File: src/rcp_pkg.sv
// Shared constants of the carrier-interrupt frame encoder.
// Assumes a 100 MHz system clock; all frame times are in microseconds.
package rcp_pkg;

  localparam int unsigned CLK_PERIOD_NS   = 10;
  localparam int unsigned NS_PER_US       = 1000;
  localparam int unsigned CYCLES_PER_US   = NS_PER_US / CLK_PERIOD_NS;

  // Frame timing in microseconds
  localparam int unsigned DROPOUT_US      = 500;   // dropout_interval
  localparam int unsigned FIXED_CH_US     = 500;   // carrier-on part of a fixed-width channel
  localparam int unsigned SYNC_TIMEOUT_US = 3500;  // receiver sync timer
  localparam int unsigned SYNC_US         = 5000;  // sync_interval sent, longer than the timeout
  localparam int unsigned CH_MIN_US       = 1;
  localparam int unsigned CH_MAX_US       = 2000;  // longest channel_interval, well below the timeout

  // Derived cycle counts (exact multiples, so no rounding is needed)
  localparam int unsigned DROPOUT_CYC     = DROPOUT_US * CYCLES_PER_US;
  localparam int unsigned FIXED_CH_CYC    = FIXED_CH_US * CYCLES_PER_US;
  localparam int unsigned SYNC_CYC        = SYNC_US * CYCLES_PER_US;

  localparam int unsigned TIMER_W         = 20;
  localparam int unsigned US_W            = 12;
  localparam int unsigned CHAN_W          = 3;

  // Channels per frame: two analog plus one to four fixed ones
  localparam logic [CHAN_W-1:0] ANALOG_CHANNELS = 3'h2;
  localparam logic [CHAN_W-1:0] BASE_CHANNELS   = 3'h3;

  typedef enum logic [2:0] {
    RCP_ST_START     = 3'h0,
    RCP_ST_SYNC      = 3'h1,
    RCP_ST_DROP      = 3'h2,
    RCP_ST_CHAN      = 3'h3,
    RCP_ST_DROP_LAST = 3'h4
  } rcp_state_t;

endpackage : rcp_pkg

File: src/rcp_frame_encoder.sv
// Transmitter-side frame encoder: drives the carrier-present line of a
// radio-control receiver/decoder with carrier-interrupt pulse frames.
// Assumes channel widths come from logic on clk; on/off inputs are pins.
// Assumes the receiver's sync timeout lies between the longest channel and the sync.
module rcp_frame_encoder #(
  parameter int unsigned CYCLES_PER_US = rcp_pkg::CYCLES_PER_US,
  parameter int unsigned DROPOUT_CYC   = rcp_pkg::DROPOUT_CYC,
  parameter int unsigned FIXED_CH_CYC  = rcp_pkg::FIXED_CH_CYC,
  parameter int unsigned SYNC_CYC      = rcp_pkg::SYNC_CYC
) (
  input  wire logic                     clk,
  input  wire logic                     rst_n,
  input  wire logic [rcp_pkg::US_W-1:0] ch1_interval_us,
  input  wire logic [rcp_pkg::US_W-1:0] ch2_interval_us,
  input  wire logic                     first_onoff_input,
  input  wire logic                     second_onoff_input,
  output logic                          carrier_on,
  output logic                          frame_start
);

  localparam logic [rcp_pkg::TIMER_W-1:0] DROP_LOAD  = rcp_pkg::TIMER_W'(DROPOUT_CYC);
  localparam logic [rcp_pkg::TIMER_W-1:0] FIXED_LOAD = rcp_pkg::TIMER_W'(FIXED_CH_CYC);
  localparam logic [rcp_pkg::TIMER_W-1:0] SYNC_LOAD  = rcp_pkg::TIMER_W'(SYNC_CYC);
  localparam logic [rcp_pkg::US_W-1:0]    CH_MIN     = rcp_pkg::US_W'(rcp_pkg::CH_MIN_US);
  localparam logic [rcp_pkg::US_W-1:0]    CH_MAX     = rcp_pkg::US_W'(rcp_pkg::CH_MAX_US);
  localparam int unsigned                 N_ANALOG   = int'(rcp_pkg::ANALOG_CHANNELS);

  // Two-flop synchronisers for the on/off switch pins; the two bits may settle a
  // cycle apart, which is harmless because they are only read at the end of a sync
  logic [1:0] onoff_meta_ff;
  logic [1:0] onoff_sync_ff;

  always_ff @(posedge clk) begin
    if (!rst_n) begin
      onoff_meta_ff <= 2'h0;
      onoff_sync_ff <= 2'h0;
    end else begin
      onoff_meta_ff <= {second_onoff_input, first_onoff_input};
      onoff_sync_ff <= onoff_meta_ff;
    end
  end

  // Clamp a channel width into the legal range and scale it to cycles; the
  // ceiling keeps every channel well below the receiver's sync timeout
  function automatic logic [rcp_pkg::TIMER_W-1:0] to_cycles(input logic [rcp_pkg::US_W-1:0] us);
    logic [rcp_pkg::US_W-1:0] lim;
    lim = us;
    if (lim < CH_MIN) begin
      lim = CH_MIN;
    end else if (lim > CH_MAX) begin
      lim = CH_MAX;
    end
    return rcp_pkg::TIMER_W'(32'(lim) * CYCLES_PER_US);
  endfunction : to_cycles

  // Both analog widths share one clamp and scale; the result is only taken at the
  // end of a sync, so a width that moves mid-frame waits for the next frame
  logic [rcp_pkg::US_W-1:0]    ch_us [N_ANALOG];
  logic [rcp_pkg::TIMER_W-1:0] ch_load [N_ANALOG];

  assign ch_us[0] = ch1_interval_us;
  assign ch_us[1] = ch2_interval_us;

  for (genvar g = 0; g < N_ANALOG; g++) begin : g_analog
    assign ch_load[g] = to_cycles(ch_us[g]);
  end

  // Fixed channels carry the on/off pair as a count: one, plus the two-bit code
  // read as a binary number, so no setting ever sends zero fixed channels
  logic [rcp_pkg::CHAN_W-1:0] fixed_count;

  assign fixed_count = (rcp_pkg::BASE_CHANNELS - rcp_pkg::ANALOG_CHANNELS) + {1'b0, onoff_sync_ff};

  // Frame sequencer state
  rcp_pkg::rcp_state_t              state_ff;
  rcp_pkg::rcp_state_t              nxt_state;
  logic [rcp_pkg::CHAN_W-1:0]       chan_ff;
  logic [rcp_pkg::CHAN_W-1:0]       nxt_chan;
  logic [rcp_pkg::CHAN_W-1:0]       total_ff;
  logic [rcp_pkg::CHAN_W-1:0]       nxt_total;
  logic [rcp_pkg::TIMER_W-1:0]      ch1_cyc_ff;
  logic [rcp_pkg::TIMER_W-1:0]      nxt_ch1_cyc;
  logic [rcp_pkg::TIMER_W-1:0]      ch2_cyc_ff;
  logic [rcp_pkg::TIMER_W-1:0]      nxt_ch2_cyc;
  logic                             carrier_ff;
  logic                             nxt_carrier;
  logic                             start_ff;
  logic                             nxt_start;
  logic                             timer_load;
  logic [rcp_pkg::TIMER_W-1:0]      timer_value;
  logic                             timer_expired;

  // One shared timer: exactly one interval is running at any time
  rcp_interval_timer u_timer (
    .clk        (clk),
    .rst_n      (rst_n),
    .load       (timer_load),
    .load_value (timer_value),
    .expired    (timer_expired)
  );

  // Each state hands the timer its next length in the cycle the current one
  // expires, so no idle cycle slips in between intervals
  always_comb begin
    nxt_state   = state_ff;
    nxt_chan    = chan_ff;
    nxt_total   = total_ff;
    nxt_ch1_cyc = ch1_cyc_ff;
    nxt_ch2_cyc = ch2_cyc_ff;
    nxt_start   = 1'b0;
    timer_load  = 1'b0;
    timer_value = SYNC_LOAD;
    unique case (state_ff)
      rcp_pkg::RCP_ST_START: begin
        // Open with a sync so the receiver aligns before the first frame
        timer_load  = 1'b1;
        timer_value = SYNC_LOAD;
        nxt_state   = rcp_pkg::RCP_ST_SYNC;
      end
      rcp_pkg::RCP_ST_SYNC: begin
        if (timer_expired) begin
          // Inputs are sampled once per frame so a frame is self-consistent
          nxt_ch1_cyc = ch_load[0];
          nxt_ch2_cyc = ch_load[1];
          nxt_total   = rcp_pkg::ANALOG_CHANNELS + fixed_count;
          nxt_chan    = 3'h0;
          nxt_start   = 1'b1;
          timer_load  = 1'b1;
          timer_value = DROP_LOAD;
          nxt_state   = rcp_pkg::RCP_ST_DROP;
        end
      end
      rcp_pkg::RCP_ST_DROP: begin
        if (timer_expired) begin
          // The dropout before slot k opens channel k: two analog widths, then fixed ones
          timer_load = 1'b1;
          if (chan_ff == 3'h0) begin
            timer_value = ch1_cyc_ff;
          end else if (chan_ff == 3'h1) begin
            timer_value = ch2_cyc_ff;
          end else begin
            timer_value = FIXED_LOAD;
          end
          nxt_state = rcp_pkg::RCP_ST_CHAN;
        end
      end
      rcp_pkg::RCP_ST_CHAN: begin
        if (timer_expired) begin
          timer_load  = 1'b1;
          timer_value = DROP_LOAD;
          // One closing dropout after the last channel gives channels plus one edges
          if (chan_ff == total_ff - 3'h1) begin
            nxt_state = rcp_pkg::RCP_ST_DROP_LAST;
          end else begin
            nxt_chan  = chan_ff + 3'h1;
            nxt_state = rcp_pkg::RCP_ST_DROP;
          end
        end
      end
      rcp_pkg::RCP_ST_DROP_LAST: begin
        // The closing dropout gives the receiver its last count edge before the sync
        if (timer_expired) begin
          timer_load  = 1'b1;
          timer_value = SYNC_LOAD;
          nxt_state   = rcp_pkg::RCP_ST_SYNC;
        end
      end
      default: begin
        nxt_state = rcp_pkg::RCP_ST_START;
      end
    endcase
    // Carrier follows the state being entered, so it changes on the same edge
    nxt_carrier = 1'b1;
    if ((nxt_state == rcp_pkg::RCP_ST_DROP) || (nxt_state == rcp_pkg::RCP_ST_DROP_LAST)) begin
      nxt_carrier = 1'b0;
    end
  end

  always_ff @(posedge clk) begin
    if (!rst_n) begin
      state_ff   <= rcp_pkg::RCP_ST_START;
      chan_ff    <= 3'h0;
      total_ff   <= rcp_pkg::BASE_CHANNELS;
      ch1_cyc_ff <= 20'h00001;
      ch2_cyc_ff <= 20'h00001;
      // Carrier rests high through reset so the receiver sees no stray dropout
      carrier_ff <= 1'b1;
      start_ff   <= 1'b0;
    end else begin
      state_ff   <= nxt_state;
      chan_ff    <= nxt_chan;
      total_ff   <= nxt_total;
      ch1_cyc_ff <= nxt_ch1_cyc;
      ch2_cyc_ff <= nxt_ch2_cyc;
      carrier_ff <= nxt_carrier;
      start_ff   <= nxt_start;
    end
  end

  assign carrier_on  = carrier_ff;
  assign frame_start = start_ff;

endmodule : rcp_frame_encoder

File: src/rcp_interval_timer.sv
// Down counter that times one frame interval.
// Assumes the loader asserts load in the cycle it wants a new interval to start.
module rcp_interval_timer (
  input  wire logic                        clk,
  input  wire logic                        rst_n,
  input  wire logic                        load,
  input  wire logic [rcp_pkg::TIMER_W-1:0] load_value,
  output logic                             expired
);

  logic [rcp_pkg::TIMER_W-1:0] count_ff;
  logic [rcp_pkg::TIMER_W-1:0] nxt_count;

  // Interval of N cycles: count reaches one N-1 edges after the load, and the
  // loader moves on at the edge after that
  always_comb begin
    nxt_count = count_ff;
    if (load) begin
      nxt_count = load_value;
    end else if (count_ff != '0) begin
      nxt_count = count_ff - 1'b1;
    end
  end

  always_ff @(posedge clk) begin
    if (!rst_n) begin
      count_ff <= '0;
    end else begin
      count_ff <= nxt_count;
    end
  end

  assign expired = (count_ff == {{(rcp_pkg::TIMER_W-1){1'b0}}, 1'b1});

endmodule : rcp_interval_timer

File: config.mk
export PLATFORM = sky130hd
export DESIGN_NAME = rcp_frame_encoder
export DESIGN_NICKNAME = d
export VERILOG_FILES = /design/src/rcp_pkg.sv /design/src/rcp_frame_encoder.sv /design/src/rcp_interval_timer.sv
export SDC_FILE = /design/constraint.sdc
export NUM_CORES = 1
export LEC_CHECK = 0
export BUFFER_PORTS_ARGS = -buffer_cell sky130_fd_sc_hd__clkbuf_2
export CAP_MARGIN = 5
export CORE_ASPECT_RATIO = 1.25
export CORE_MARGIN = 1
export CORE_UTILIZATION = 25
export DETAILED_ROUTE_END_ITERATION = 8
export RECOVER_POWER = 100
export SLEW_MARGIN = 5
export SYNTH_ARGS = -nofsm -noshare
export SYNTH_HDL_FRONTEND = slang
export SYNTH_SLANG_ARGS = --single-unit
File: constraint.sdc
create_clock -name clk -period 8.2 [get_ports clk]
set_input_delay 1.23 -clock clk [delete_from_list [all_inputs] [get_ports clk]]
set_output_delay 1.23 -clock clk [all_outputs]
set_load 0.01 [all_outputs]
# Word-level counts from Yosys, hierarchy flattened
# Cells that the tools add are included.
dict set report totals {
  regBits 71
  in_bits 28
  word_cells 68
}
dict set report classes {
  n_addsub 5
  mul 2
  n_lt_le_gt_ge 4
  eq_ne 12
  n_mux 24
  reduce_logical 11
}
# op n
set op_table {}
lappend op_table {{$mux W19} 4}
lappend op_table {{$mux W12} 4}
lappend op_table {{$mux W20} 2}
lappend op_table {{$pmux W19 S2} 1}
lappend op_table {{$mul A12 B5 Y17 const B} 2}
lappend op_table {{$gt A12 B11 Y1 const B} 2}
lappend op_table {{$lt A12 B1 Y1 const B} 2}
lappend op_table {{$mux W3} 8}
lappend op_table {{$eq A20 B1 Y1 const B} 1}
lappend op_table {{$reduce_bool A20 Y1} 1}
lappend op_table {{$sub A20 B1 Y20 const B} 1}
lappend op_table {{$pmux W3 S5} 1}
lappend op_table {{$eq A3 B2 Y1 const B} 3}
lappend op_table {{$eq A3 B1 Y1 const B} 2}
lappend op_table {{$eq A3 B3 Y1 const B} 2}
lappend op_table {{$logic_not A3 Y1} 2}
lappend op_table {{$ne A2 B2 Y1 const B} 3}
lappend op_table {{$pmux W3 S2} 1}
lappend op_table {{$reduce_and A2 Y1} 2}
lappend op_table {{$reduce_and A4 Y1} 1}
lappend op_table {{$reduce_bool A2 Y1} 2}
lappend op_table {{$reduce_or A4 Y1} 1}
lappend op_table {{$add A1 B2 Y3 const A} 1}
lappend op_table {{$add A2 B3 Y3 const A} 1}
lappend op_table {{7 further kinds} 8}

# Longest topological paths before layout
dict set report depth {
  depth_word 8
  ltp_mapped 17
  ltp_nobuf 17
}

# Modules after synthesis
# Synthesis repeated with hierarchy kept, for this count alone.
dict set report unflattened {
  hier_cells 704
  area_unflattened_um2 5723.0
}
# mod n_inst cells_each area_each_um2 seq_area_each_um2
set modules_own_cells {}
lappend modules_own_cells {rcp_frame_encoder 1 549 4510.6 1001.0}
lappend modules_own_cells {rcp_interval_timer 1 155 1212.4 400.4}

# Worst setup path after synthesis
# No wires, ideal clock.
dict set report synth_path {
  path_kind {input-to-reg}
  startpoint {in ch1_interval_us[1] (netlist name)}
  endpoint {reg ch1_cyc_ff[18] (netlist name)}
  setup_time_ns 0.117
  t_arrival_ns 4.901
  required_time_ns 8.083
  path_slack_ns 3.181
  path_stages 16
  n_path_buf 0
  path_cell_list {or4_1 nor2_1 nor3_1 or3_1 ha_1 ha_1 inv_1 fa_1 inv_1 ha_1 o211ai_1 o21ai_0 o211ai_1 a21boi_0 or3_1 a32o_1}
}
dict set report synth_between {
  elab_chain_cells 4
  word_cells_on_any_way 5
  classes_between {mul (1); order compare (2); mux (2)}
}
# item line
set synth_lines {}
lappend synth_lines {{start, declared} rcp_frame_encoder.sv:13} ;# input wire logic [rcp_pkg::US_W-1:0] ch1_interval_us,
lappend synth_lines {{$gt A12 B11 Y1} rcp_frame_encoder.sv:50} ;# end else if (lim > CH_MAX) begin
lappend synth_lines {{$mux W12} rcp_frame_encoder.sv:50}
lappend synth_lines {{$mux W12 (*)} rcp_frame_encoder.sv:48} ;# if (lim < CH_MIN) begin
lappend synth_lines {{$mul A12 B5 Y17 (*)} rcp_frame_encoder.sv:53} ;# return rcp_pkg::TIMER_W'(32'(lim) * CYCLES_PER_US);
lappend synth_lines {{end signal, assigned} rcp_frame_encoder.sv:193} ;# ch1_cyc_ff <= nxt_ch1_cyc;
lappend synth_lines {{end, declared} rcp_frame_encoder.sv:81} ;# logic [rcp_pkg::TIMER_W-1:0] ch1_cyc_ff;
# Mark *: on every way between the ends. The rest lies on a longest branch, timed or not.
# A chain may end at the register's enable or synchronous reset.

# Worst setup path in the final report
# Same ends and word-level chain as after synthesis.

==> results.toml <==
[run_status]
status = "finished with violations"
violations = "max-capacitance violations, max-slew violations"

[setup_path]
r2r-start = "state_ff[2]"
r2r_setup_slack_ns = 4.93
rr_endpoint = "ch2_cyc_ff[3]"
start_kind = "input port"
worst_r2r_path_depth = 5
timing.critical_path.mode_cell = "ha_1"
cp-end-kind = "register"
worstSetupPathType = "in2reg"
cp_slowest_cell = "or4_1"
cp_max_fo = 5
required_ns = 8.44
max_stage_delay_ns = 0.51
crit_path_cell_trace = "clkbuf_2, or4_1, nor2_1, nor3_1, nor2_1, and2_0, ha_1, ha_1, ha_1, fa_1, a211oi_1, o21ai_0, o211ai_1, a21boi_0, or3_1, a32o_1"
critPathArrivalTime_ns = 5.22

[clocking]
cts_made_buffers = 9
clkTransAtPathRegs_ns = 0.06
ctsResizeCount = 0
clock_path_buffers = 2
cts_tree = "built"
cts_sinks = 70
cts_max_level = 3
root_buffer = "clkbuf_16"
clkLatencyLatePin_ns = 0.35
cts.hold.buffers_added = 0
post_cts_buffers = 0

[timing]
hold_viol = 0
fmax_mhz = 201
worst_pin_slew_ns = 1.61
relSlewSlack_pct = -7.83
setup_tns_ns = 0
finalWorstSetupSlack_ns = 3.22
setup_viol = 0
period_minus_slack_ns = 4.98
rsz0062_at_grt = "no"
fin_worst_skew_ns = 0.00648
slew_viol_final = 14
post-route-period-util_pct = 60.7

[synth]
synth_top_area_cell = "dfxtp_1"
yosysUniqueCellTypes = 59
synth_mux_area_share_pct = 0.179
synth_simple_gate_area_share_pct = 20.1
synthArstFlopShare_pct = 0
seq_area_frac_synth_pct = 25.0
syn_area_per_cell_sq_um = 8.26
synthXorXnorAreaFrac_pct = 6.88
synth.area.top_cells = "dfxtp_1 25%, ha_1 19%, o21ai_0 5.1%, fa_1 5.0%, nand2_1 4.5%"
ys_warn_count = 0
synth_edf_count = 0
syn_inst = 678
ys_ff_latch = 70
synth-compound-area-share_pct = 17.9
synth_top_family_by_area = "adder cells"
synthFlopType = "dfxtp_1"
yosys.area.top_type_share_pct = 25.0
synthAdderAreaFrac_pct = 24.6
syn-cell-area_sq_mm = 0.00560

[global_route]
grt-busiest-layer = "met2"
overflow = 0
grt_max_degree = 38
grtUsageMet1_pct = 13.4
grt_use_total_pct = 12.1
grtUsageMet2_pct = 21.9
grt_pass1_vias = 4669
globalRouteMet3Util_pct = 2.18
antenna_found_initial = 0
grt_pass1_wl_microns = 21900

[pwr]
cellLeakagePower_nw = 2.65
p_per_area_mw_per_mm2 = 183
total_power_mw = 1.15
vdd_drop_max_mv = 0.0820

[die]
fp.dieH_microns = 169
dieArea_sq_mm = 0.0230
pin_count = 30
initial_core_util_pct = 25.7
die_w_microns = 136
placementRows = 60
core_sq_mm = 0.0218

[cells_and_area]
diodes = 0
nFillCells = 2352
area_growth_pct = 12.4
drive_gt1_share_pct = 7.38
fin_nets = 829
final_util_pct = 28.9

[routing]
routed_wl_microns = 12700
drc = 0
antenna_left = 0
wire_per_inst_microns = 12.9
dr.pass1.iters = 4
vias = 4653
viasPerCell = 4.73
drt_iter0_drc = 177

[placed_design]
dp_slack_ns = 2.84
port_buffers = 29
routabilityCongestion = 0.828
dpl.hpwl_microns = 9900

[hold_path]
holdPathEnd = "onoff_sync_ff[0]"
hp-class = "reg2reg"
min_from = "onoff_meta_ff[0]"
hold_depth = 1

[job]
maxCapViolations = 1
## logic make-up (layout without fill, tap and decap cells)
family,after synthesis,in the layout
AND/OR/NAND/NOR,225,225
other,2,6
buffers and inverters,72,95
adder cells (fa/ha/maj),102,102
multiplexers,1,1
AO/OA/AOI/OAI,162,162
flip-flops,70,70
XOR/XNOR,44,44
## cells in the final DEF (no fill, tap or decap), types with 6 or more instances in the layout
cell / instances
xnor2_1: 23
nand2_1: 67
nand4_1: 6
a22o_1: 9
nand2b_1: 7
inv_1: 46
xor2_1: 21
or3_1: 10
nor2_1: 58
nor4_1: 6
nor3_1: 15
nand3_1: 8
clkbuf_16: 9
fa_1: 14
o21ai_0: 58
dfxtp_1: 70
a21oi_1: 43
ha_1: 87
nor2b_1: 9
conb_1: 6
a21o_1: 6
and2_1: 9
a32o_1: 6
clkbuf_2: 25
and2_0: 9
## synth_stat cells, types with 2 or more instances
library cell,n
buf_6,2
a31oi_1,4
a21o_1,6
o21ai_0,57
nor3_1,14
a22o_1,9
nand3_1,8
nor2_1,58
xor2_1,21
a21oi_1,43
a211oi_1,4
and3_1,3
or3_1,9
nor2b_1,9
a21boi_0,3
o21a_1,5
nand2_1,67
xnor2_1,23
buf_2,5
dfxtp_1,70
nand2b_1,7
fa_1,14
o21bai_1,2
conb_1,2
or2_2,5
inv_1,46
a221oi_1,3
a22oi_1,2
o211ai_1,5
o32ai_1,5
nor4_1,6
clkbuf_1,18
a32o_1,6
or4_1,4
nand4b_1,2
ha_1,87
and2_1,18
nand4_1,5
## stage by stage
stage	std cells	hold slack (ns)	cell area (sq um)
floorplan	682	0.412	5620
detailed placement	968	0.423	6020
global placement	968	0.413	6020
finish	984	0.431	6300
CTS	984	0.436	6330
global route	984	0.451	6300
## area by class of cell
| type | instances | area (sq um) | share of cell area [%] |
|---|---|---|---|
| Multi-Input combinational cell | 540 | 3910 | 62.0 |
| Sequential cell | 70 | 1400 | 22.2 |
| Inverter | 47 | 176 | 2.80 |
| Tap cell | 279 | 349 | 5.54 |
| Clock buffer | 9 | 225 | 3.57 |
| Clock inverter | 7 | 80.1 | 1.27 |
| Timing Repair Buffer | 32 | 159 | 2.52 |
## report_power, final
| group | switching, mW | leakage, nW | internal (mW) |
|---|---|---|---|
| clock | 0.162 | 0.143 | 0.239 |
| sequential | 0.0127 | 0.569 | 0.351 |
| combinational | 0.219 | 1.94 | 0.169 |
## registers in the layout, indices dropped and copies added (netlist names)
register	flops
chan_ff	3
onoff_meta_ff	2
total_ff	3
onoff_sync_ff	2
u_timer.count_ff	20
ch1_cyc_ff	17
frame_start	1
carrier_on	1
ch2_cyc_ff	18
state_ff	3
## critical path: cells and delay by family
family / cells / cell delay (ns)
buffers and inverters: 1 / 0.08
AOI/OAI and AO/OA: 5 / 1.05
adders and majority gates: 4 / 1.39
and+or+nand+nor: 6 / 1.49
## how the worst max path moves through the flow
stage | cells after the start | from | end
after floorplan | 16 | ch1_interval_us[1] | ch1_cyc_ff[18]
after global placement | 16 | ch1_interval_us[1] | ch1_cyc_ff[18]
after detailed placement | 16 | ch1_interval_us[1] | ch1_cyc_ff[18]
after CTS | 16 | ch1_interval_us[1] | ch1_cyc_ff[18]
after global routing | 18 | ch2_interval_us[1] | ch2_cyc_ff[14]
final | 16 | ch1_interval_us[1] | ch1_cyc_ff[18]
## metal layers
layer	wire [microns]	vias up
met5	0	-
met4	371	0
met3	370	25
met2	6510	70
met1	5470	2126
li1	-	2432
No activity file was read; power rests on OpenSTA's default activity.
